===== src/core/lsfr_pkg.sv =====
package lsfr_pkg;
	localparam logic [7:0]  CMD_LOOP_WR     = 8'hc2;
	localparam logic [7:0]  CMD_LOOP_RD     = 8'hc3;
	localparam logic [7:0]  CMD_FEED_WR     = 8'hc6;
	localparam logic [7:0]  CMD_FEED_RD     = 8'hc7;
	localparam logic [7:0]  CMD_GAIN_WR     = 8'hca;
	localparam logic [7:0]  CMD_GAIN_RD     = 8'hcb;
	localparam logic [7:0]  CMD_SAMPLE_RD   = 8'hcd;

	localparam logic [2:0]  LEN_LOOP        = 3'h4;
	localparam logic [2:0]  LEN_FEED        = 3'h2;
	localparam logic [2:0]  LEN_GAIN        = 3'h1;
	localparam logic [2:0]  LEN_SAMPLE      = 3'h2;

	localparam logic [31:0] LOOP_RESET      = 32'h1b84b30e;
	localparam logic [15:0] FEED_RESET      = 16'h1108;
	localparam logic [7:0]  GAIN_RESET      = 8'h00;
	localparam logic [15:0] SAMPLE_RESET    = 16'h0000;
	localparam logic [31:0] LOOP_WR_MASK    = 32'h3fffff1f;
	localparam logic [15:0] FEED_WR_MASK    = 16'h7fdf;

	localparam int          GK_THR_LSB      = 27;
	localparam int          HOOK_THR_LSB    = 24;
	localparam int          GK_DEB_LSB      = 21;
	localparam int          HOOK_DEB_LSB    = 16;
	localparam int          RT_METHOD_BIT   = 15;
	localparam int          RT_THR_LSB      = 8;
	localparam int          RING_ILIM_LSB   = 0;
	localparam int          VOC_SHIFT_BIT   = 14;
	localparam int          LONG_IMP_BIT    = 13;
	localparam int          VOC_LSB         = 10;
	localparam int          BAT_OFS_LSB     = 6;
	localparam int          ACT_ILIM_LSB    = 0;

	localparam int unsigned CLK_HZ          = 125000000;
	localparam int unsigned GK_DEB_STEP_US  = 4000;
	localparam int unsigned HOOK_DEB_STEP_US = 2000;
	localparam int unsigned BAT_SWITCH_US   = 2000;
	localparam int unsigned IRQ_NB_NS       = 54000;
	localparam int unsigned IRQ_WB_NS       = 26000;
	localparam int unsigned SAMPLE_MAX_HZ   = 8000;

	localparam int unsigned GK_DEB_STEP_CYC   = int'((longint'(GK_DEB_STEP_US) * CLK_HZ + 999999) / 1000000);
	localparam int unsigned HOOK_DEB_STEP_CYC = int'((longint'(HOOK_DEB_STEP_US) * CLK_HZ + 999999) / 1000000);
	localparam int unsigned BAT_SWITCH_CYC    = int'((longint'(BAT_SWITCH_US) * CLK_HZ + 999999) / 1000000);
	localparam int unsigned IRQ_NB_CYC        = int'((longint'(IRQ_NB_NS) * CLK_HZ + 999999999) / 1000000000);
	localparam int unsigned IRQ_WB_CYC        = int'((longint'(IRQ_WB_NS) * CLK_HZ + 999999999) / 1000000000);
	localparam int unsigned SAMPLE_BASE_CYC   = CLK_HZ / SAMPLE_MAX_HZ;

	typedef enum logic [2:0] {
		LSFR_IDLE = 3'b001,
		LSFR_WR   = 3'b010,
		LSFR_RD   = 3'b100
	} lsfr_state_t;
endpackage


===== src/core/lsfr_debounce.sv =====
`timescale 1ns/100ps
`default_nettype none
module lsfr_debounce (
	input  wire logic        clk,
	input  wire logic        arst_n,
	input  wire logic        ce,
	input  wire logic        rawIn,
	input  wire logic [31:0] interval,
	output logic             stateOut
);
	logic        state_r;
	logic        state_nxt;
	logic [31:0] cnt_r;
	logic [31:0] cnt_nxt;

	always_comb begin
		state_nxt = state_r;
		cnt_nxt   = 32'h0;
		if (rawIn != state_r) begin
			// Any bounce back to the old level clears the count
			if (cnt_r >= interval) begin
				state_nxt = rawIn;
			end else begin
				cnt_nxt = cnt_r + 32'h1;
			end
		end
	end

	always_ff @(posedge clk or negedge arst_n) begin
		if (!arst_n) begin
			state_r <= 1'b0;
			cnt_r   <= 32'h0;
		end else if (ce) begin
			state_r <= state_nxt;
			cnt_r   <= cnt_nxt;
		end
	end

	assign stateOut = state_r;
endmodule
`default_nettype wire


===== src/core/lsfr_regs.sv =====
// Functional notes
// - Ground-key threshold, 3 bits, 6 mA steps from zero, resets to 011.
// - Hook threshold, 3 bits, 8 mA plus 1 mA steps, resets to 011.
// - Ground-key debounce, 3 bits, 4 ms steps, resets to 100.
// - Hook debounce, 5 bits, 2 ms steps, resets to 00100; host avoids below 12 ms.
// - Ring-trip method bit: 0 DC biased, 1 AC; resets to AC.
// - Ring-trip threshold, 7 bits, 0.5 mA steps, resets to 0110011.
// - Ringing current limit, 5 bits, 50 mA plus 2 mA steps, resets to 01110.
// - Open-circuit voltage, 3 V steps from 36 V or 12 V by shift; resets 100.
// - Longitudinal impedance bit: 0 means 100 ohm per leg, 1 means 50.
// - Battery-switch offset, 4 bits, 1.5 V plus 0.375 V steps, resets 0100.
// - Change battery only after comparator condition persists longer than 2 ms.
// - Active current limit, 5 bits, 18 mA plus 1 mA steps, resets 01000.
// - Scaling gain is two's complement; zero removes the scaling network.
// - Sample register: companded byte high, or full 16-bit linear sample.
// - Channel chosen by enable selection; both or none returns channel 1.
// - Single-sample behaviour only while test-buffer mode stays cleared.
// - Test mode linear data is signed 1.15, negative voltages shown positive.
// - Update at programmed rate; when armed each update sets flag and interrupt.
// - Test data also goes to PCM output unless transmit path cut is set.
// - Armed interrupt clears after 54 us, 26 us wideband, or on sample read.
`timescale 1ns/100ps
`default_nettype none
module lsfr_regs #(
	parameter int unsigned GK_STEP_CYC     = lsfr_pkg::GK_DEB_STEP_CYC,
	parameter int unsigned HOOK_STEP_CYC   = lsfr_pkg::HOOK_DEB_STEP_CYC,
	parameter int unsigned BAT_CYC         = lsfr_pkg::BAT_SWITCH_CYC,
	parameter int unsigned IRQ_NB_CYC      = lsfr_pkg::IRQ_NB_CYC,
	parameter int unsigned IRQ_WB_CYC      = lsfr_pkg::IRQ_WB_CYC,
	parameter int unsigned SAMPLE_BASE_CYC = lsfr_pkg::SAMPLE_BASE_CYC
) (
	input  wire logic        clk,
	input  wire logic        arst_n,
	input  wire logic        ce,
	input  wire logic [7:0]  hostInData,
	input  wire logic        hostInValid,
	output logic             hostInReady,
	output logic      [7:0]  hostOutData,
	output logic             hostOutValid,
	input  wire logic        hostOutReady,
	input  wire logic        hookDetRaw,
	input  wire logic        gkeyDetRaw,
	input  wire logic        feedBelowUpper,
	input  wire logic        feedAboveLower,
	input  wire logic        testBufferMode,
	input  wire logic        dataReadyIrqArm,
	input  wire logic [2:0]  converterDataRate,
	input  wire logic        wideband,
	input  wire logic        linearMode,
	input  wire logic [1:0]  channelEnableSelect,
	input  wire logic        transmitPathCut,
	input  wire logic [15:0] sampleCh1,
	input  wire logic [15:0] sampleCh2,
	output logic      [2:0]  groundKeyThreshold,
	output logic      [2:0]  hookThreshold,
	output logic      [2:0]  groundKeyDebounce,
	output logic      [4:0]  hookDebounce,
	output logic             ringTripMethod,
	output logic      [6:0]  ringTripThreshold,
	output logic      [4:0]  ringingCurrentLimit,
	output logic             feedVoltageRangeShift,
	output logic      [2:0]  openCircuitFeedVoltage,
	output logic             longitudinalImpedanceSel,
	output logic      [3:0]  batterySwitchOffset,
	output logic      [4:0]  activeCurrentLimit,
	output logic      [7:0]  impedanceScalingGain,
	output logic             scalingBypass,
	output logic             hookState,
	output logic             groundKeyState,
	output logic             lowBattery,
	output logic             sampleReadyFlag,
	output logic             dataReadyIrq,
	output logic      [15:0] pcmTransmitOut,
	output logic             pcmTransmitValid
);
	generate
		if (SAMPLE_BASE_CYC < 32 || IRQ_NB_CYC < 1 || IRQ_WB_CYC < 1 || BAT_CYC < 1) begin : g_chk
			$error("lsfr_regs: timing parameters out of range");
		end
	endgenerate

	function automatic logic [2:0] cmdLen(input logic [7:0] c);
		unique case (c)
			lsfr_pkg::CMD_LOOP_WR, lsfr_pkg::CMD_LOOP_RD: cmdLen = lsfr_pkg::LEN_LOOP;
			lsfr_pkg::CMD_FEED_WR, lsfr_pkg::CMD_FEED_RD: cmdLen = lsfr_pkg::LEN_FEED;
			lsfr_pkg::CMD_GAIN_WR, lsfr_pkg::CMD_GAIN_RD: cmdLen = lsfr_pkg::LEN_GAIN;
			lsfr_pkg::CMD_SAMPLE_RD:                      cmdLen = lsfr_pkg::LEN_SAMPLE;
			default:                                      cmdLen = 3'h0;
		endcase
	endfunction

	// Pin synchronisers: three stages, accept once stages two and three agree
	logic [3:0] syncA_r;
	logic [3:0] syncB_r;
	logic [3:0] syncC_r;
	logic [3:0] pinFilt_r;
	logic [3:0] pinFilt_nxt;

	always_comb begin
		pinFilt_nxt = (syncB_r & syncC_r) | (pinFilt_r & (syncB_r ^ syncC_r));
	end

	always_ff @(posedge clk or negedge arst_n) begin
		if (!arst_n) begin
			syncA_r   <= 4'h0;
			syncB_r   <= 4'h0;
			syncC_r   <= 4'h0;
			pinFilt_r <= 4'h0;
		end else if (ce) begin
			syncA_r   <= {feedAboveLower, feedBelowUpper, gkeyDetRaw, hookDetRaw};
			syncB_r   <= syncA_r;
			syncC_r   <= syncB_r;
			pinFilt_r <= pinFilt_nxt;
		end
	end

	// Register file and command engine
	lsfr_pkg::lsfr_state_t state_r;
	lsfr_pkg::lsfr_state_t state_nxt;
	logic [7:0]  cmd_r;
	logic [7:0]  cmd_nxt;
	logic [2:0]  cnt_r;
	logic [2:0]  cnt_nxt;
	logic [31:0] shift_r;
	logic [31:0] shift_nxt;
	logic [31:0] loop_r;
	logic [31:0] loop_nxt;
	logic [15:0] feed_r;
	logic [15:0] feed_nxt;
	logic [7:0]  gain_r;
	logic [7:0]  gain_nxt;
	logic        bypass_r;
	logic        bypass_nxt;
	logic        inReady_r;
	logic        inReady_nxt;
	logic        sampleRead;
	logic        bufInValid;
	logic        bufInReady;
	logic [31:0] wrWord;
	logic [15:0] sample_r;

	always_comb begin
		state_nxt  = state_r;
		cmd_nxt    = cmd_r;
		cnt_nxt    = cnt_r;
		shift_nxt  = shift_r;
		loop_nxt   = loop_r;
		feed_nxt   = feed_r;
		gain_nxt   = gain_r;
		sampleRead = 1'b0;
		bufInValid = 1'b0;
		wrWord     = {shift_r[23:0], hostInData};
		unique case (state_r)
			lsfr_pkg::LSFR_IDLE: begin
				if (hostInValid && inReady_r) begin
					cmd_nxt = hostInData;
					cnt_nxt = 3'h0;
					unique case (hostInData)
						lsfr_pkg::CMD_LOOP_WR, lsfr_pkg::CMD_FEED_WR, lsfr_pkg::CMD_GAIN_WR: begin
							state_nxt = lsfr_pkg::LSFR_WR;
						end
						lsfr_pkg::CMD_LOOP_RD: begin
							state_nxt = lsfr_pkg::LSFR_RD;
							shift_nxt = loop_r;
						end
						lsfr_pkg::CMD_FEED_RD: begin
							state_nxt = lsfr_pkg::LSFR_RD;
							shift_nxt = {feed_r, 16'h0000};
						end
						lsfr_pkg::CMD_GAIN_RD: begin
							state_nxt = lsfr_pkg::LSFR_RD;
							shift_nxt = {gain_r, 24'h000000};
						end
						lsfr_pkg::CMD_SAMPLE_RD: begin
							state_nxt  = lsfr_pkg::LSFR_RD;
							shift_nxt  = {sample_r, 16'h0000};
							sampleRead = 1'b1;
						end
						default: begin
							// Unknown codes are dropped; the next byte is taken as a command
						end
					endcase
				end
			end
			lsfr_pkg::LSFR_WR: begin
				if (hostInValid && inReady_r) begin
					shift_nxt = wrWord;
					if (cnt_r == cmdLen(cmd_r) - 3'h1) begin
						state_nxt = lsfr_pkg::LSFR_IDLE;
						// Reserved positions are stored as zero
						if (cmd_r == lsfr_pkg::CMD_LOOP_WR) begin
							loop_nxt = wrWord & lsfr_pkg::LOOP_WR_MASK;
						end else if (cmd_r == lsfr_pkg::CMD_FEED_WR) begin
							feed_nxt = wrWord[15:0] & lsfr_pkg::FEED_WR_MASK;
						end else begin
							gain_nxt = wrWord[7:0];
						end
					end else begin
						cnt_nxt = cnt_r + 3'h1;
					end
				end
			end
			lsfr_pkg::LSFR_RD: begin
				bufInValid = 1'b1;
				if (bufInReady) begin
					shift_nxt = {shift_r[23:0], 8'h00};
					if (cnt_r == cmdLen(cmd_r) - 3'h1) begin
						state_nxt = lsfr_pkg::LSFR_IDLE;
					end else begin
						cnt_nxt = cnt_r + 3'h1;
					end
				end
			end
			default: begin
				state_nxt = lsfr_pkg::LSFR_IDLE;
			end
		endcase
		inReady_nxt = (state_nxt != lsfr_pkg::LSFR_RD);
		bypass_nxt  = (gain_nxt == 8'h00);
	end

	always_ff @(posedge clk or negedge arst_n) begin
		if (!arst_n) begin
			state_r   <= lsfr_pkg::LSFR_IDLE;
			cmd_r     <= 8'h00;
			cnt_r     <= 3'h0;
			shift_r   <= 32'h0;
			loop_r    <= lsfr_pkg::LOOP_RESET;
			feed_r    <= lsfr_pkg::FEED_RESET;
			gain_r    <= lsfr_pkg::GAIN_RESET;
			bypass_r  <= 1'b1;
			inReady_r <= 1'b1;
		end else if (ce) begin
			state_r   <= state_nxt;
			cmd_r     <= cmd_nxt;
			cnt_r     <= cnt_nxt;
			shift_r   <= shift_nxt;
			loop_r    <= loop_nxt;
			feed_r    <= feed_nxt;
			gain_r    <= gain_nxt;
			bypass_r  <= bypass_nxt;
			inReady_r <= inReady_nxt;
		end
	end

	lsfr_skid_buf #(
		.WIDTH    (8)
	) u_outBuf (
		.clk      (clk),
		.arst_n   (arst_n),
		.ce       (ce),
		.inData   (shift_r[31:24]),
		.inValid  (bufInValid),
		.inReady  (bufInReady),
		.outData  (hostOutData),
		.outValid (hostOutValid),
		.outReady (hostOutReady)
	);

	// Debounce: interval is field times step; field zero follows raw at once
	logic [31:0] hookInterval;
	logic [31:0] gkeyInterval;
	assign hookInterval = 32'(loop_r[lsfr_pkg::HOOK_DEB_LSB +: 5]) * HOOK_STEP_CYC;
	assign gkeyInterval = 32'(loop_r[lsfr_pkg::GK_DEB_LSB +: 3]) * GK_STEP_CYC;

	lsfr_debounce u_hookDeb (
		.clk      (clk),
		.arst_n   (arst_n),
		.ce       (ce),
		.rawIn    (pinFilt_r[0]),
		.interval (hookInterval),
		.stateOut (hookState)
	);

	lsfr_debounce u_gkeyDeb (
		.clk      (clk),
		.arst_n   (arst_n),
		.ce       (ce),
		.rawIn    (pinFilt_r[1]),
		.interval (gkeyInterval),
		.stateOut (groundKeyState)
	);

	// Battery selection with timed hysteresis on both directions
	logic        lowBat_r;
	logic        lowBat_nxt;
	logic [31:0] batCnt_r;
	logic [31:0] batCnt_nxt;

	always_comb begin
		lowBat_nxt = lowBat_r;
		batCnt_nxt = 32'h0;
		if (lowBat_r ? pinFilt_r[3] : pinFilt_r[2]) begin
			if (batCnt_r >= BAT_CYC) begin
				lowBat_nxt = !lowBat_r;
			end else begin
				batCnt_nxt = batCnt_r + 32'h1;
			end
		end
	end

	always_ff @(posedge clk or negedge arst_n) begin
		if (!arst_n) begin
			lowBat_r <= 1'b0;
			batCnt_r <= 32'h0;
		end else if (ce) begin
			lowBat_r <= lowBat_nxt;
			batCnt_r <= batCnt_nxt;
		end
	end

	// Sample capture, ready flag and interrupt
	logic [31:0] rateCnt_r;
	logic [31:0] rateCnt_nxt;
	logic [31:0] period;
	logic [2:0]  rateCode;
	logic        update;
	logic [15:0] pick;
	logic [15:0] sample_nxt;
	logic        flag_r;
	logic        flag_nxt;
	logic        irq_r;
	logic        irq_nxt;
	logic [31:0] irqCnt_r;
	logic [31:0] irqCnt_nxt;
	logic [15:0] pcm_r;
	logic [15:0] pcm_nxt;
	logic        pcmValid_r;
	logic        pcmValid_nxt;

	always_comb begin
		// Reserved rate codes run at the slowest defined rate
		rateCode    = (converterDataRate > 3'h4) ? 3'h4 : converterDataRate;
		period      = (SAMPLE_BASE_CYC >> wideband) << rateCode;
		update      = (rateCnt_r >= period - 32'h1);
		rateCnt_nxt = update ? 32'h0 : rateCnt_r + 32'h1;
		pick        = (channelEnableSelect == 2'b10) ? sampleCh2 : sampleCh1;
		if (!linearMode) begin
			pick[7:0] = 8'h00;
		end
		sample_nxt   = sample_r;
		pcm_nxt      = pcm_r;
		pcmValid_nxt = 1'b0;
		flag_nxt     = flag_r && !sampleRead;
		irq_nxt      = irq_r;
		irqCnt_nxt   = irqCnt_r;
		if (irq_r) begin
			if (sampleRead || irqCnt_r <= 32'h1) begin
				irq_nxt = 1'b0;
			end
			irqCnt_nxt = irqCnt_r - 32'h1;
		end
		if (update && !testBufferMode) begin
			sample_nxt   = pick;
			pcm_nxt      = pick;
			pcmValid_nxt = !transmitPathCut;
			if (dataReadyIrqArm) begin
				flag_nxt   = 1'b1;
				irq_nxt    = 1'b1;
				irqCnt_nxt = wideband ? IRQ_WB_CYC : IRQ_NB_CYC;
			end
		end
	end

	always_ff @(posedge clk or negedge arst_n) begin
		if (!arst_n) begin
			rateCnt_r  <= 32'h0;
			sample_r   <= lsfr_pkg::SAMPLE_RESET;
			flag_r     <= 1'b0;
			irq_r      <= 1'b0;
			irqCnt_r   <= 32'h0;
			pcm_r      <= 16'h0000;
			pcmValid_r <= 1'b0;
		end else if (ce) begin
			rateCnt_r  <= rateCnt_nxt;
			sample_r   <= sample_nxt;
			flag_r     <= flag_nxt;
			irq_r      <= irq_nxt;
			irqCnt_r   <= irqCnt_nxt;
			pcm_r      <= pcm_nxt;
			pcmValid_r <= pcmValid_nxt;
		end
	end

	assign hostInReady              = inReady_r;
	assign groundKeyThreshold       = loop_r[lsfr_pkg::GK_THR_LSB +: 3];
	assign hookThreshold            = loop_r[lsfr_pkg::HOOK_THR_LSB +: 3];
	assign groundKeyDebounce        = loop_r[lsfr_pkg::GK_DEB_LSB +: 3];
	assign hookDebounce             = loop_r[lsfr_pkg::HOOK_DEB_LSB +: 5];
	assign ringTripMethod           = loop_r[lsfr_pkg::RT_METHOD_BIT];
	assign ringTripThreshold        = loop_r[lsfr_pkg::RT_THR_LSB +: 7];
	assign ringingCurrentLimit      = loop_r[lsfr_pkg::RING_ILIM_LSB +: 5];
	assign feedVoltageRangeShift    = feed_r[lsfr_pkg::VOC_SHIFT_BIT];
	assign openCircuitFeedVoltage   = feed_r[lsfr_pkg::VOC_LSB +: 3];
	assign longitudinalImpedanceSel = feed_r[lsfr_pkg::LONG_IMP_BIT];
	assign batterySwitchOffset      = feed_r[lsfr_pkg::BAT_OFS_LSB +: 4];
	assign activeCurrentLimit       = feed_r[lsfr_pkg::ACT_ILIM_LSB +: 5];
	assign impedanceScalingGain     = gain_r;
	assign scalingBypass            = bypass_r;
	assign lowBattery               = lowBat_r;
	assign sampleReadyFlag          = flag_r;
	assign dataReadyIrq             = irq_r;
	assign pcmTransmitOut           = pcm_r;
	assign pcmTransmitValid         = pcmValid_r;
endmodule
`default_nettype wire


===== src/core/lsfr_skid_buf.sv =====
`timescale 1ns/100ps
`default_nettype none
module lsfr_skid_buf #(
	parameter int WIDTH = 8
) (
	input  wire logic             clk,
	input  wire logic             arst_n,
	input  wire logic             ce,
	input  wire logic [WIDTH-1:0] inData,
	input  wire logic             inValid,
	output logic                  inReady,
	output logic      [WIDTH-1:0] outData,
	output logic                  outValid,
	input  wire logic             outReady
);
	generate
		if (WIDTH < 1) begin : g_chk
			$error("lsfr_skid_buf: WIDTH must be at least 1");
		end
	endgenerate

	// Head always in slot 0 so the output is a plain register
	logic [WIDTH-1:0] head_r;
	logic [WIDTH-1:0] head_nxt;
	logic [WIDTH-1:0] tail_r;
	logic [WIDTH-1:0] tail_nxt;
	logic [1:0]       cnt_r;
	logic [1:0]       cnt_nxt;
	logic             pop;
	logic             push;

	always_comb begin
		pop      = outReady && (cnt_r != 2'h0);
		push     = inValid && (cnt_r != 2'h2);
		head_nxt = head_r;
		tail_nxt = tail_r;
		cnt_nxt  = cnt_r;
		if (pop) begin
			head_nxt = tail_r;
		end
		if (push) begin
			if ((cnt_r == 2'h0) || ((cnt_r == 2'h1) && pop)) begin
				head_nxt = inData;
			end else begin
				tail_nxt = inData;
			end
		end
		if (push && !pop) begin
			cnt_nxt = cnt_r + 2'h1;
		end else if (pop && !push) begin
			cnt_nxt = cnt_r - 2'h1;
		end
	end

	always_ff @(posedge clk or negedge arst_n) begin
		if (!arst_n) begin
			head_r <= '0;
			tail_r <= '0;
			cnt_r  <= 2'h0;
		end else if (ce) begin
			head_r <= head_nxt;
			tail_r <= tail_nxt;
			cnt_r  <= cnt_nxt;
		end
	end

	assign outData  = head_r;
	assign outValid = (cnt_r != 2'h0);
	assign inReady  = (cnt_r != 2'h2);
endmodule
`default_nettype wire


===== config.mk =====
export PLATFORM = sky130hd
export DESIGN_NAME = lsfr_regs
export DESIGN_NICKNAME = d
export VERILOG_FILES = /design/src/core/lsfr_pkg.sv /design/src/core/lsfr_debounce.sv /design/src/core/lsfr_regs.sv /design/src/core/lsfr_skid_buf.sv
export SDC_FILE = /design/constraint.sdc
export NUM_CORES = 1
export LEC_CHECK = 0
export BUFFER_PORTS_ARGS = -buffer_cell sky130_fd_sc_hd__buf_4
export CORE_ASPECT_RATIO = 1.75
export CORE_MARGIN = 4
export CORE_UTILIZATION = 60
export CTS_BUF_LIST = sky130_fd_sc_hd__clkbuf_16
export DETAILED_ROUTE_END_ITERATION = 16
export PLACE_DENSITY = 0.9
export SYNTH_ARGS = -nofsm -noshare
export SYNTH_HDL_FRONTEND = slang
export SYNTH_SLANG_ARGS = --single-unit
export TNS_END_PERCENT = 10

===== constraint.sdc =====
create_clock -name clk -period 15.23 [get_ports clk]
set_input_delay 0 -clock clk [delete_from_list [all_inputs] [get_ports clk]]
set_output_delay 0 -clock clk [all_outputs]
set_load 0.005 [all_outputs]

* After elaboration in Yosys (flattened, before gate mapping)
Index checks and enable logic that the tools add are counted.
** Operators by class
- Magnitude comparators :: 6
- Shifts and indexed selects :: 2
- Bitwise operators :: 6
- Div/mod/pow operators :: 0
- Muxes and demuxes :: 59
- Reductions and logical operators :: 37
- Equal/unequal tests :: 31
- Multipliers :: 2
- $add $sub $neg :: 11
** Operator list (number)
- $mux W32 :: 13
- $add A32 B1 Y32 const B :: 4
- $pmux W32 S4 :: 1
- $eq A8 B8 Y1 const B :: 14
- $pmux W32 S3 :: 1
- $mux W8 :: 9
- $sub A32 B1 Y32 const B :: 2
- $mux W3 :: 15
- $ge A32 B18 Y1 const B :: 1
- $ge A32 B22 Y1 :: 1
- $ge A32 B23 Y1 :: 1
- $ge A32 B32 Y1 :: 1
- $le A32 B1 Y1 const B :: 1
- $shl A32 B3 Y32 :: 1
- $shr A14 B1 Y32 const A :: 1
- $pmux W3 S3 :: 3
- $mul A5 B14 Y19 const B :: 1
- $mul A3 B14 Y17 const B :: 1
- $mux W16 :: 1
- $reduce_and A3 Y1 :: 5
- $mux W13 :: 1
- $mux W1 :: 12
- $ne A2 B2 Y1 const B :: 6
- $reduce_and A6 Y1 :: 2
- other kinds (33) :: 56
** Storage, ports and cells
- Memory bits (writable) :: 0
- Memories kept :: 0
- Latch bits :: 0
- Bits in registers :: 313
- Input bits :: 59
- Memory bits (read-only) :: 0
- Logic and storage cells :: 182

* Depth between registers and ports, before layout
Gate-level depths: netlist (run 1).
- Depth in word-level cells :: 11
- Depth in mapped cells :: 21

* Hierarchy
From an unflattened synthesis (run 1), not the netlist that was laid out.
** Unflattened totals
- Cells, all modules :: 2118
- Area, all modules :: 20224.4 um^2
** Modules (own cells, without submodules)
- lsfr_regs :: area each 13424.1 um^2, seq. area each 5755.5 um^2, cells each 1388, instances 1
- lsfr_debounce :: area each 2952.8 um^2, seq. area each 825.8 um^2, cells each 333, instances 2
- lsfr_skid_buf :: area each 894.6 um^2, seq. area each 450.4 um^2, cells each 64, instances 1

* Worst setup path before layout (run 1)
Ideal clock, no wire load.
- Kind :: register -> register
- Start point :: register loop_r[18]
- End point :: register u_hookDeb.state_r (netlist: u_hookDeb.stateOut)
- Data required time :: 15.105 ns
- Stages on the path, launching flop included :: 20
- Slack :: 10.421 ns
- Arrival :: 4.685 ns
- Path through :: dfstp_2 -> ha_1 -> inv_1 -> fa_1 -> fa_1 -> inv_1 -> ha_1 -> nand2_1 -> o21ai_0 -> or4_1 -> a31o_2 -> a21oi_1 -> xnor2_1 -> ha_1 -> inv_1 -> nor3_1 -> and2_1 -> buf_2 -> o21ai_0 -> mux2_2
** Between the ends
- Cells in the longest elaborated chain, start to end :: 3
** RTL lines
- start, declared :: line lsfr_regs.sv:126 : logic [31:0] loop_r;
- start signal, assigned :: line lsfr_regs.sv:228 : loop_r <= lsfr_pkg::LOOP_RESET;
- start signal, assigned :: line lsfr_regs.sv:238 : loop_r <= loop_nxt;
- $mul A5 B14 Y19 :: line lsfr_regs.sv:263 : assign hookInterval = 32'(loop_r[lsfr_pkg::HOOK_DEB_LSB +: 5]) * HOOK_STEP_CYC;
- $ge A32 B23 Y1 :: line lsfr_debounce.sv:21 : if (cnt_r >= interval) begin
- $reduce_and A3 Y1 (no source line)
- end signal, assigned :: line lsfr_debounce.sv:34 : state_r <= state_nxt;
- end, declared :: line lsfr_debounce.sv:11 : logic state_r;
No other way between the ends.
A chain may end at the register's enable or synchronous reset.

* Worst setup path after layout (run 1)
- Start point :: register loop_r[18]
- End point :: register u_hookDeb.cnt_r[2]
** Between the ends
- Cells in the longest elaborated chain, start to end :: 4
** RTL lines
- $mul A5 B14 Y19 :: line lsfr_regs.sv:263
- $ge A32 B23 Y1 :: line lsfr_debounce.sv:21
- $mux W32 :: line lsfr_debounce.sv:21
- $mux W32 :: line lsfr_debounce.sv:19 : if (rawIn != state_r) begin
- end signal, assigned :: line lsfr_debounce.sv:35 : cnt_r <= cnt_nxt;
- end, declared :: line lsfr_debounce.sv:13 : logic [31:0] cnt_r;
No other way between the ends.

==> results of run 1 <==
==> state kept, by name (all words and copies together) (netlist names), 8 cells and up <==
name / count
shift_r: 32
batCnt_r: 32
rateCnt_r: 32
u_gkeyDeb.cnt_r: 32
pcmTransmitOut: 16
impedanceScalingGain: 8
u_outBuf.tail_r: 8
irqCnt_r: 32
cmd_r: 8
feed_r: 14
u_hookDeb.cnt_r: 32
u_outBuf.outData: 8
loop_r: 27
==> how the worst max path moves through the flow <==
stage | from | to | cells past startpoint
floorplan | loop_r[18] | u_hookDeb.stateOut | 19
global placement | loop_r[18] | u_hookDeb.cnt_r[11] | 19
detailed placement | loop_r[18] | u_hookDeb.cnt_r[3] | 19
CTS | loop_r[18] | u_hookDeb.cnt_r[2] | 19
global route | loop_r[18] | u_hookDeb.cnt_r[15] | 19
finish | loop_r[18] | u_hookDeb.cnt_r[2] | 19
==> metal layers <==
| layer | routed length, um | vias to the layer above | part of all wire (%) |
|---|---|---|---|
| met5 | 0 | - | 0 |
| met4 | 3660 | 0 | 7.0 |
| met3 | 3280 | 225 | 6.3 |
| met2 | 27000 | 798 | 52 |
| met1 | 18300 | 7718 | 35 |
| li1 | - | 7078 | - |
==> cell type report <==
type                       count  area [um2]  area share, %
timing repair buffer         207        1690           8.03
inverter                      82         308           1.47
tap                          387         484           2.31
clock inverter                22         194          0.924
multi-input combinational   1405        9740           46.4
sequential                   313        7860           37.4
clock buffer                  29         726           3.46
==> layout by cell type, fill, tap and decap left out, types with 10 or more instances in the layout <==
master / synthesis / final
nand3_1: 69 / 69
nor4_1: 36 / 36
a31oi_1: 15 / 15
mux2_4: 18 / 18
a21o_1: 14 / 14
xnor2_1: 39 / 39
nand2b_1: 17 / 17
mux2i_1: 30 / 30
conb_1: 1 / 11
dlygate4sd3_1: 0 / 50
nor2_1: 123 / 123
nor2b_1: 44 / 43
a21oi_1: 83 / 82
a221oi_1: 11 / 11
o21ai_1: 10 / 10
o22ai_1: 10 / 10
ha_1: 127 / 127
nor3_1: 31 / 30
xor2_1: 37 / 37
and4_1: 16 / 16
nand4_1: 30 / 30
inv_1: 81 / 85
dfrtp_1: 293 / 293
a221o_1: 14 / 14
and3_1: 34 / 34
nand2_1: 195 / 195
mux2_2: 59 / 59
buf_4: 1 / 156
clkbuf_16: 0 / 29
dfstp_2: 20 / 20
o21ai_0: 162 / 162
==> critical path: stages (launching register included) <==
cell and delay (ns):
dfstp_2 0.66, ha_1 0.27, inv_1 0.08, fa_1 0.44, fa_1 0.51, inv_1 0.04
ha_1 0.34, nand2_1 0.09, o21ai_0 0.10, or4_1 0.44, a31o_2 0.25, a21oi_1 0.17
xnor2_1 0.09, ha_1 0.19, nor4_1 0.17, o2111ai_1 0.16, buf_4 0.21, a2111oi_4 1.05
nand2_1 0.13, o21ai_0 0.22
==> per-stage QoR <==
step | utilization [%] | setup slack [ns] | cells
floorplan | - | 10.42 | 1887
global placement | 65.1 | 9.76 | 2344
detailed placement | 65.1 | 9.55 | 2344
CTS | 69.9 | 9.51 | 2445
global route | 69.9 | 9.11 | 2445
finish | 69.9 | 9.50 | 2445
==> where the power goes <==
group          switching (mW)  internal, mW  total (mW)
logic                   0.171         0.125       0.296
clock network           0.331         0.398       0.729
registers              0.0625         0.892       0.954
total                   0.564          1.41        1.98
==> what timing repair did <==
action / CTS / global route
hold endpoints to repair: 174 / 0
gates resized for setup: 0 / 0
hold buffers: 50 / 0
==> cell usage after synthesis, types with 15 or more instances <==
cell type,count,area [um2]
a21oi_1,83,415
a31oi_1,15,93.8
and3_1,34,213
and4_1,16,140
buf_2,16,80.1
clkbuf_1,64,240
dfrtp_1,293,7330
dfstp_2,20,526
ha_1,127,1590
inv_1,81,304
mux2_2,59,664
mux2_4,18,270
mux2i_1,30,300
nand2_1,195,732
nand2b_1,17,106
nand3_1,69,345
nand4_1,30,188
nor2_1,123,462
nor2b_1,44,275
nor3_1,31,155
nor4_1,36,225
o21ai_0,162,811
xnor2_1,39,342
xor2_1,37,324
==> kinds of logic (layout without fill, tap and decap cells) <==
kind of cell / Yosys count / count (layout) / synth area share [%]
mux: 107 / 107 / 6.77
buf+inv: 169 / 340 / 3.83
fa+ha+maj: 136 / 136 / 9.70
simple gates: 661 / 661 / 18.8
other cells: 1 / 11 / 0.0206
xor+xnor: 76 / 76 / 3.65
flops: 313 / 313 / 43.1
compound gates: 414 / 414 / 14.2
==> results.txt, run 1 <==
Status: finished clean
Sink Count: 313
Worst Path Arrival: 6.21 ns
Crit Path Category: flip-flop to flip-flop
Grt met1 use: 34.4%
TritonCTS clock tree: yes
Worst-Margin Slew: 1.31 ns
# diodes: 0
Final instance area: 21000 um2
Clk_lat worst skew: 0.57 ns
Most Crowded Layer GR: met2
R2r endpoint: u_hookDeb.cnt_r[2]
DP Area: 19600 um2
Slew HR: 11.6%
Final Wtd Congestion: 0.913
Reg2reg path depth: 19
Vias after detailed routing: 15819
Final setup violation count: 0
Reg-to-Reg Start: loop_r[18]
Via density: 6.47
Setup slack, reg-to-reg: 9.50 ns
GR Layer Usage met3: 4.38%
FP Rows: 84
WHS: 0.0385 ns
First-pass DRT Iterations: 8
CTS HTree Levels: 1
Die Width: 140 um
DRT iter0 DRCs: 1397
Minimum clock period: 5.73 ns
Reg clk slew, reported paths: 0.07 ns
Critical Path Fanout Max: 22
# Max-Cap Violations: 0
# DRC: 0
Fillcell total: 2037
Crit share post-route: 37.6%
Final #Nets: 2232
Critical path capture point type: flip-flop
Register area share after synthesis: 43.1%
Met2 Use GR: 55.9%
Final setup TNS: 0 ns
Worst Hold Class: input port to asynchronous set/reset pin
Syn_area_per_cell: 9.72 um2
RSZ-0062 raised after global routing: no
Mapped Area: 18200 um2
GRT Residual Overflow: 0
Core area: 30100 um2
Setup Buffers After CTS: 0
Peak supply drop: 0.000112 V
Tot Pwr: 1.98 mW
Post-DP HPWL: 34.3 mm
Synth warn: 0
CP Data Required Time: 15.70 ns
Global-route wire length before repair: 84.5 mm
Post-synth cell types: 88
Largest buffer count on any clock path: 3
Final Skew: 0.0115 ns
CTS root buf: clkbuf_16
Max Slew Vio Count: 0
Post-synthesis register bit count: 313
Final Hold Viols: 0
I/O pin cnt: 141
Startpoint class of the critical path: flip-flop
Area Growth Syn to Fin: 15.1%
Initial antenna violation count: 0
Post-Syn Instances: 1877
Leak Pwr: 9.77 nW
Die ar.: 33400 um2
Synth Flop Type: dfrtp_1
Max Clock Freq: 0.174 GHz
Die H: 239 um
Post-Route WL: 52.2 mm
Total CTS buffers: 28
Post-DRT Antenna Nets: 0
Layout cell share with drive strength beyond 1: 15.9%
Pwr dens: 94.2 nW/um2
Post-synth ARST share: 100%
Wire length per cell: 21.4 um
Post-synth EDFFs: 0
Global-route usage over all layers: 31.0%
Largest net degree at the start of global routing: 108
Vias in the first global route: 16243
PortBufs: 140
Initial Utilization: 60.7%
No activity file was read; power rests on OpenSTA's default activity.
==> inputs of run 2 (changes only) <==
==> constraint.sdc (replaced) <==
create_clock -name clk -period 5.3 [get_ports clk]
set_input_delay 0 -clock clk [delete_from_list [all_inputs] [get_ports clk]]
set_output_delay 0 -clock clk [all_outputs]
set_load 0.005 [all_outputs]
==> run 2 against run 1 <==
Net effect: critical path depth up 1; maximum frequency increased by 15%; register-to-register slack lost 9.2 ns; via count grew 1.7%; critical endpoint is now u_hookDeb.cnt_r[14]; final area grew 1.1%; die area unchanged; power rose to 2.9 times the previous value; sequential share of layout area fell by 0.39 points.
==> results.txt, run 2 (same netlist as run 1, synthesis figures left out) <==
Status: finished clean
Post-DRT Antenna Nets: 0 (unchanged)
Layout cell share with drive strength beyond 1: 16.7% (+0.78 points)
Post-DP HPWL: 34.9 mm (+1.8%)
R2r endpoint: u_hookDeb.cnt_r[14]
Wire length per cell: 21.8 um (+2.1%)
Peak supply drop: 0.000297 V (+160%)
Vias in the first global route: 16739 (+3.1%)
WHS: 0.0699 ns (+0.0314 ns)
Final Skew: 0.0160 ns (+0.00444 ns)
Slew HR: 17.8% (+6.2 points)
CP Data Required Time: 5.79 ns (-9.91 ns)
Minimum clock period: 5.00 ns (-0.733 ns)
RSZ-0062 raised after global routing: no
PortBufs: 140 (unchanged)
Initial antenna violation count: 3 (+3)
TritonCTS clock tree: yes
Die Width: 140 um (unchanged)
Max Clock Freq: 0.200 GHz (+15%)
Via density: 6.53 (+0.86%)
Critical Path Fanout Max: 22 (unchanged)
Crit share post-route: 94.3% (+57 points)
Final setup violation count: 0 (unchanged)
Max Slew Vio Count: 0 (unchanged)
Final #Nets: 2249 (+0.76%)
Die ar.: 33400 um2 (unchanged)
Fillcell total: 2003 (-1.7%)
Global-route usage over all layers: 31.8% (+0.82 points)
Total CTS buffers: 29 (+3.6%)
Startpoint class of the critical path: flip-flop
First-pass DRT Iterations: 5 (-3)
Area Growth Syn to Fin: 16.4%
Largest buffer count on any clock path: 3 (unchanged)
Final instance area: 21200 um2 (+1.1%)
Worst Hold Class: input port to flip-flop
Worst-Margin Slew: 1.22 ns (-0.0920 ns)
Initial Utilization: 60.7% (unchanged)
Post-Route WL: 53.7 mm (+2.9%)
Tot Pwr: 5.82 mW (+190%)
DP Area: 19700 um2 (+0.60%)
FP Rows: 84 (unchanged)
DRT iter0 DRCs: 1418 (+1.5%)
Final Hold Viols: 0 (unchanged)
Setup Buffers After CTS: 0 (unchanged)
# DRC: 0 (unchanged)
Vias after detailed routing: 16085 (+1.7%)
Final Wtd Congestion: 0.903 (-1.0%)
Die H: 239 um (unchanged)
Most frequent cells in the layout: 293 x dfrtp_1, 195 x nand2_1, 168 x buf_4
Most common cell after layout, fill and taps aside: dfrtp_1
Reg-to-Reg Start: loop_r[18]
Crit Path Category: flip-flop to flip-flop
Setup slack, reg-to-reg: 0.30 ns (-9.20 ns)
GRT Residual Overflow: 0 (unchanged)
Global-route wire length before repair: 86.8 mm (+2.7%)
Clk_lat worst skew: 0.57 ns (about the same)
I/O pin cnt: 141 (unchanged)
Hold path depth: 3
Largest net degree at the start of global routing: 128 (+19%)
CTS HTree Levels: 1 (unchanged)
CTS root buf: clkbuf_16
Hold endpoint: pcmTransmitOut[2]
Hold_sp: linearMode
# Max-Cap Violations: 0 (unchanged)
Worst Path Arrival: 5.49 ns (-0.72 ns)
Core area: 30100 um2 (unchanged)
Reg2reg path depth: 20 (+1)
Leak Pwr: 9.88 nW (+1.1%)
Critical path capture point type: flip-flop
Final setup TNS: 0 ns (unchanged)
Pwr dens: 274 nW/um2 (+190%)
Sink Count: 313 (unchanged)
Reg clk slew, reported paths: 0.07 ns (about the same)
## run 2: changes by cell type in the layout (fill, tap and decap cells not counted), moves of 2 or more
cell / previous run / this run
diode_2: 0 / 2
clkinv_1: 4 / 8
clkinvlp_4: 2 / 0
clkinv_2: 6 / 4
dlygate4sd3_1: 50 / 52
ha_1: 127 / 125
inv_1: 85 / 81
ha_2: 0 / 2
bufinv_16: 3 / 5
clkinv_4: 1 / 6
buf_4: 156 / 168
## run 2: how the worst max path moves through the flow
stage	to	cells after the start	start	slack, ns
floorplan	u_hookDeb.stateOut	19	loop_r[18]	0.49
global placement	u_hookDeb.cnt_r[15]	20	loop_r[18]	0.40
detailed placement	u_hookDeb.cnt_r[15]	20	loop_r[18]	0.23
CTS	u_hookDeb.cnt_r[14]	20	loop_r[18]	0.22
global route	u_hookDeb.cnt_r[7]	20	loop_r[18]	0.03
finish	u_hookDeb.cnt_r[14]	20	loop_r[18]	0.30
## run 2: routing by layer
| metal | track usage, % | part of all wire [%] | up-vias |
|---|---|---|---|
| li1 | - | - | 7096 |
| met1 | 34.2 | 34 | 7823 |
| met2 | 57.5 | 52 | 891 |
| met3 | 5.52 | 7.2 | 275 |
| met4 | 19.5 | 7.5 | 0 |
| met5 | 0 | 0 | - |
## run 2: power breakdown
group / switching (mW) / leakage, nW / internal, mW / total [mW]
combinational: 0.503 / 5.25 / 0.362 / 0.865
clock: 0.972 / 0.489 / 1.25 / 2.22
sequential: 0.175 / 4.14 / 2.56 / 2.74
## run 2: per-stage QoR
step           std cells  setup WS (ns)  utilization, %
4_1_cts             2463          0.217            70.5
3_5_place_dp        2358          0.230            65.5
5_1_grt             2465         0.0311            70.6
2_1_floorplan       1887          0.491               -
6_report            2465          0.300            70.6
3_3_place_gp        2358          0.404            65.5
## run 2: cell type report
class	count	area, um2	area share, %
multi-input cells	1405	9750	45.9
flip-flops and latches	313	7860	37.0
repair buffers	223	1830	8.61
clock buffers	29	726	3.42
well taps	387	484	2.28
inverters	82	308	1.45
clock inverters	24	262	1.23
diodes	2	5.00	0.0236
## run 2: worst max-delay path, cell delays in order, from the launching register on
cell and delay, ns:
dfstp_2 0.59, ha_1 0.24, inv_1 0.07, fa_1 0.44, fa_1 0.52, inv_1 0.04
ha_1 0.34, nand2_1 0.10, o21ai_0 0.09, or4_1 0.45, a31o_2 0.27, a21oi_2 0.15
xnor2_1 0.09, ha_1 0.18, nor4_1 0.18, o2111ai_1 0.14, buf_4 0.21, a2111oi_4 0.29
buf_6 0.26, nand2_1 0.08, o21ai_0 0.18
## run 2: what timing repair did
action	4_1_cts	5_1_grt
endpoints found under the setup margin	0	18
hold endpoints to repair	203	0
gates resized for setup	0	5
hold buffers	52	0
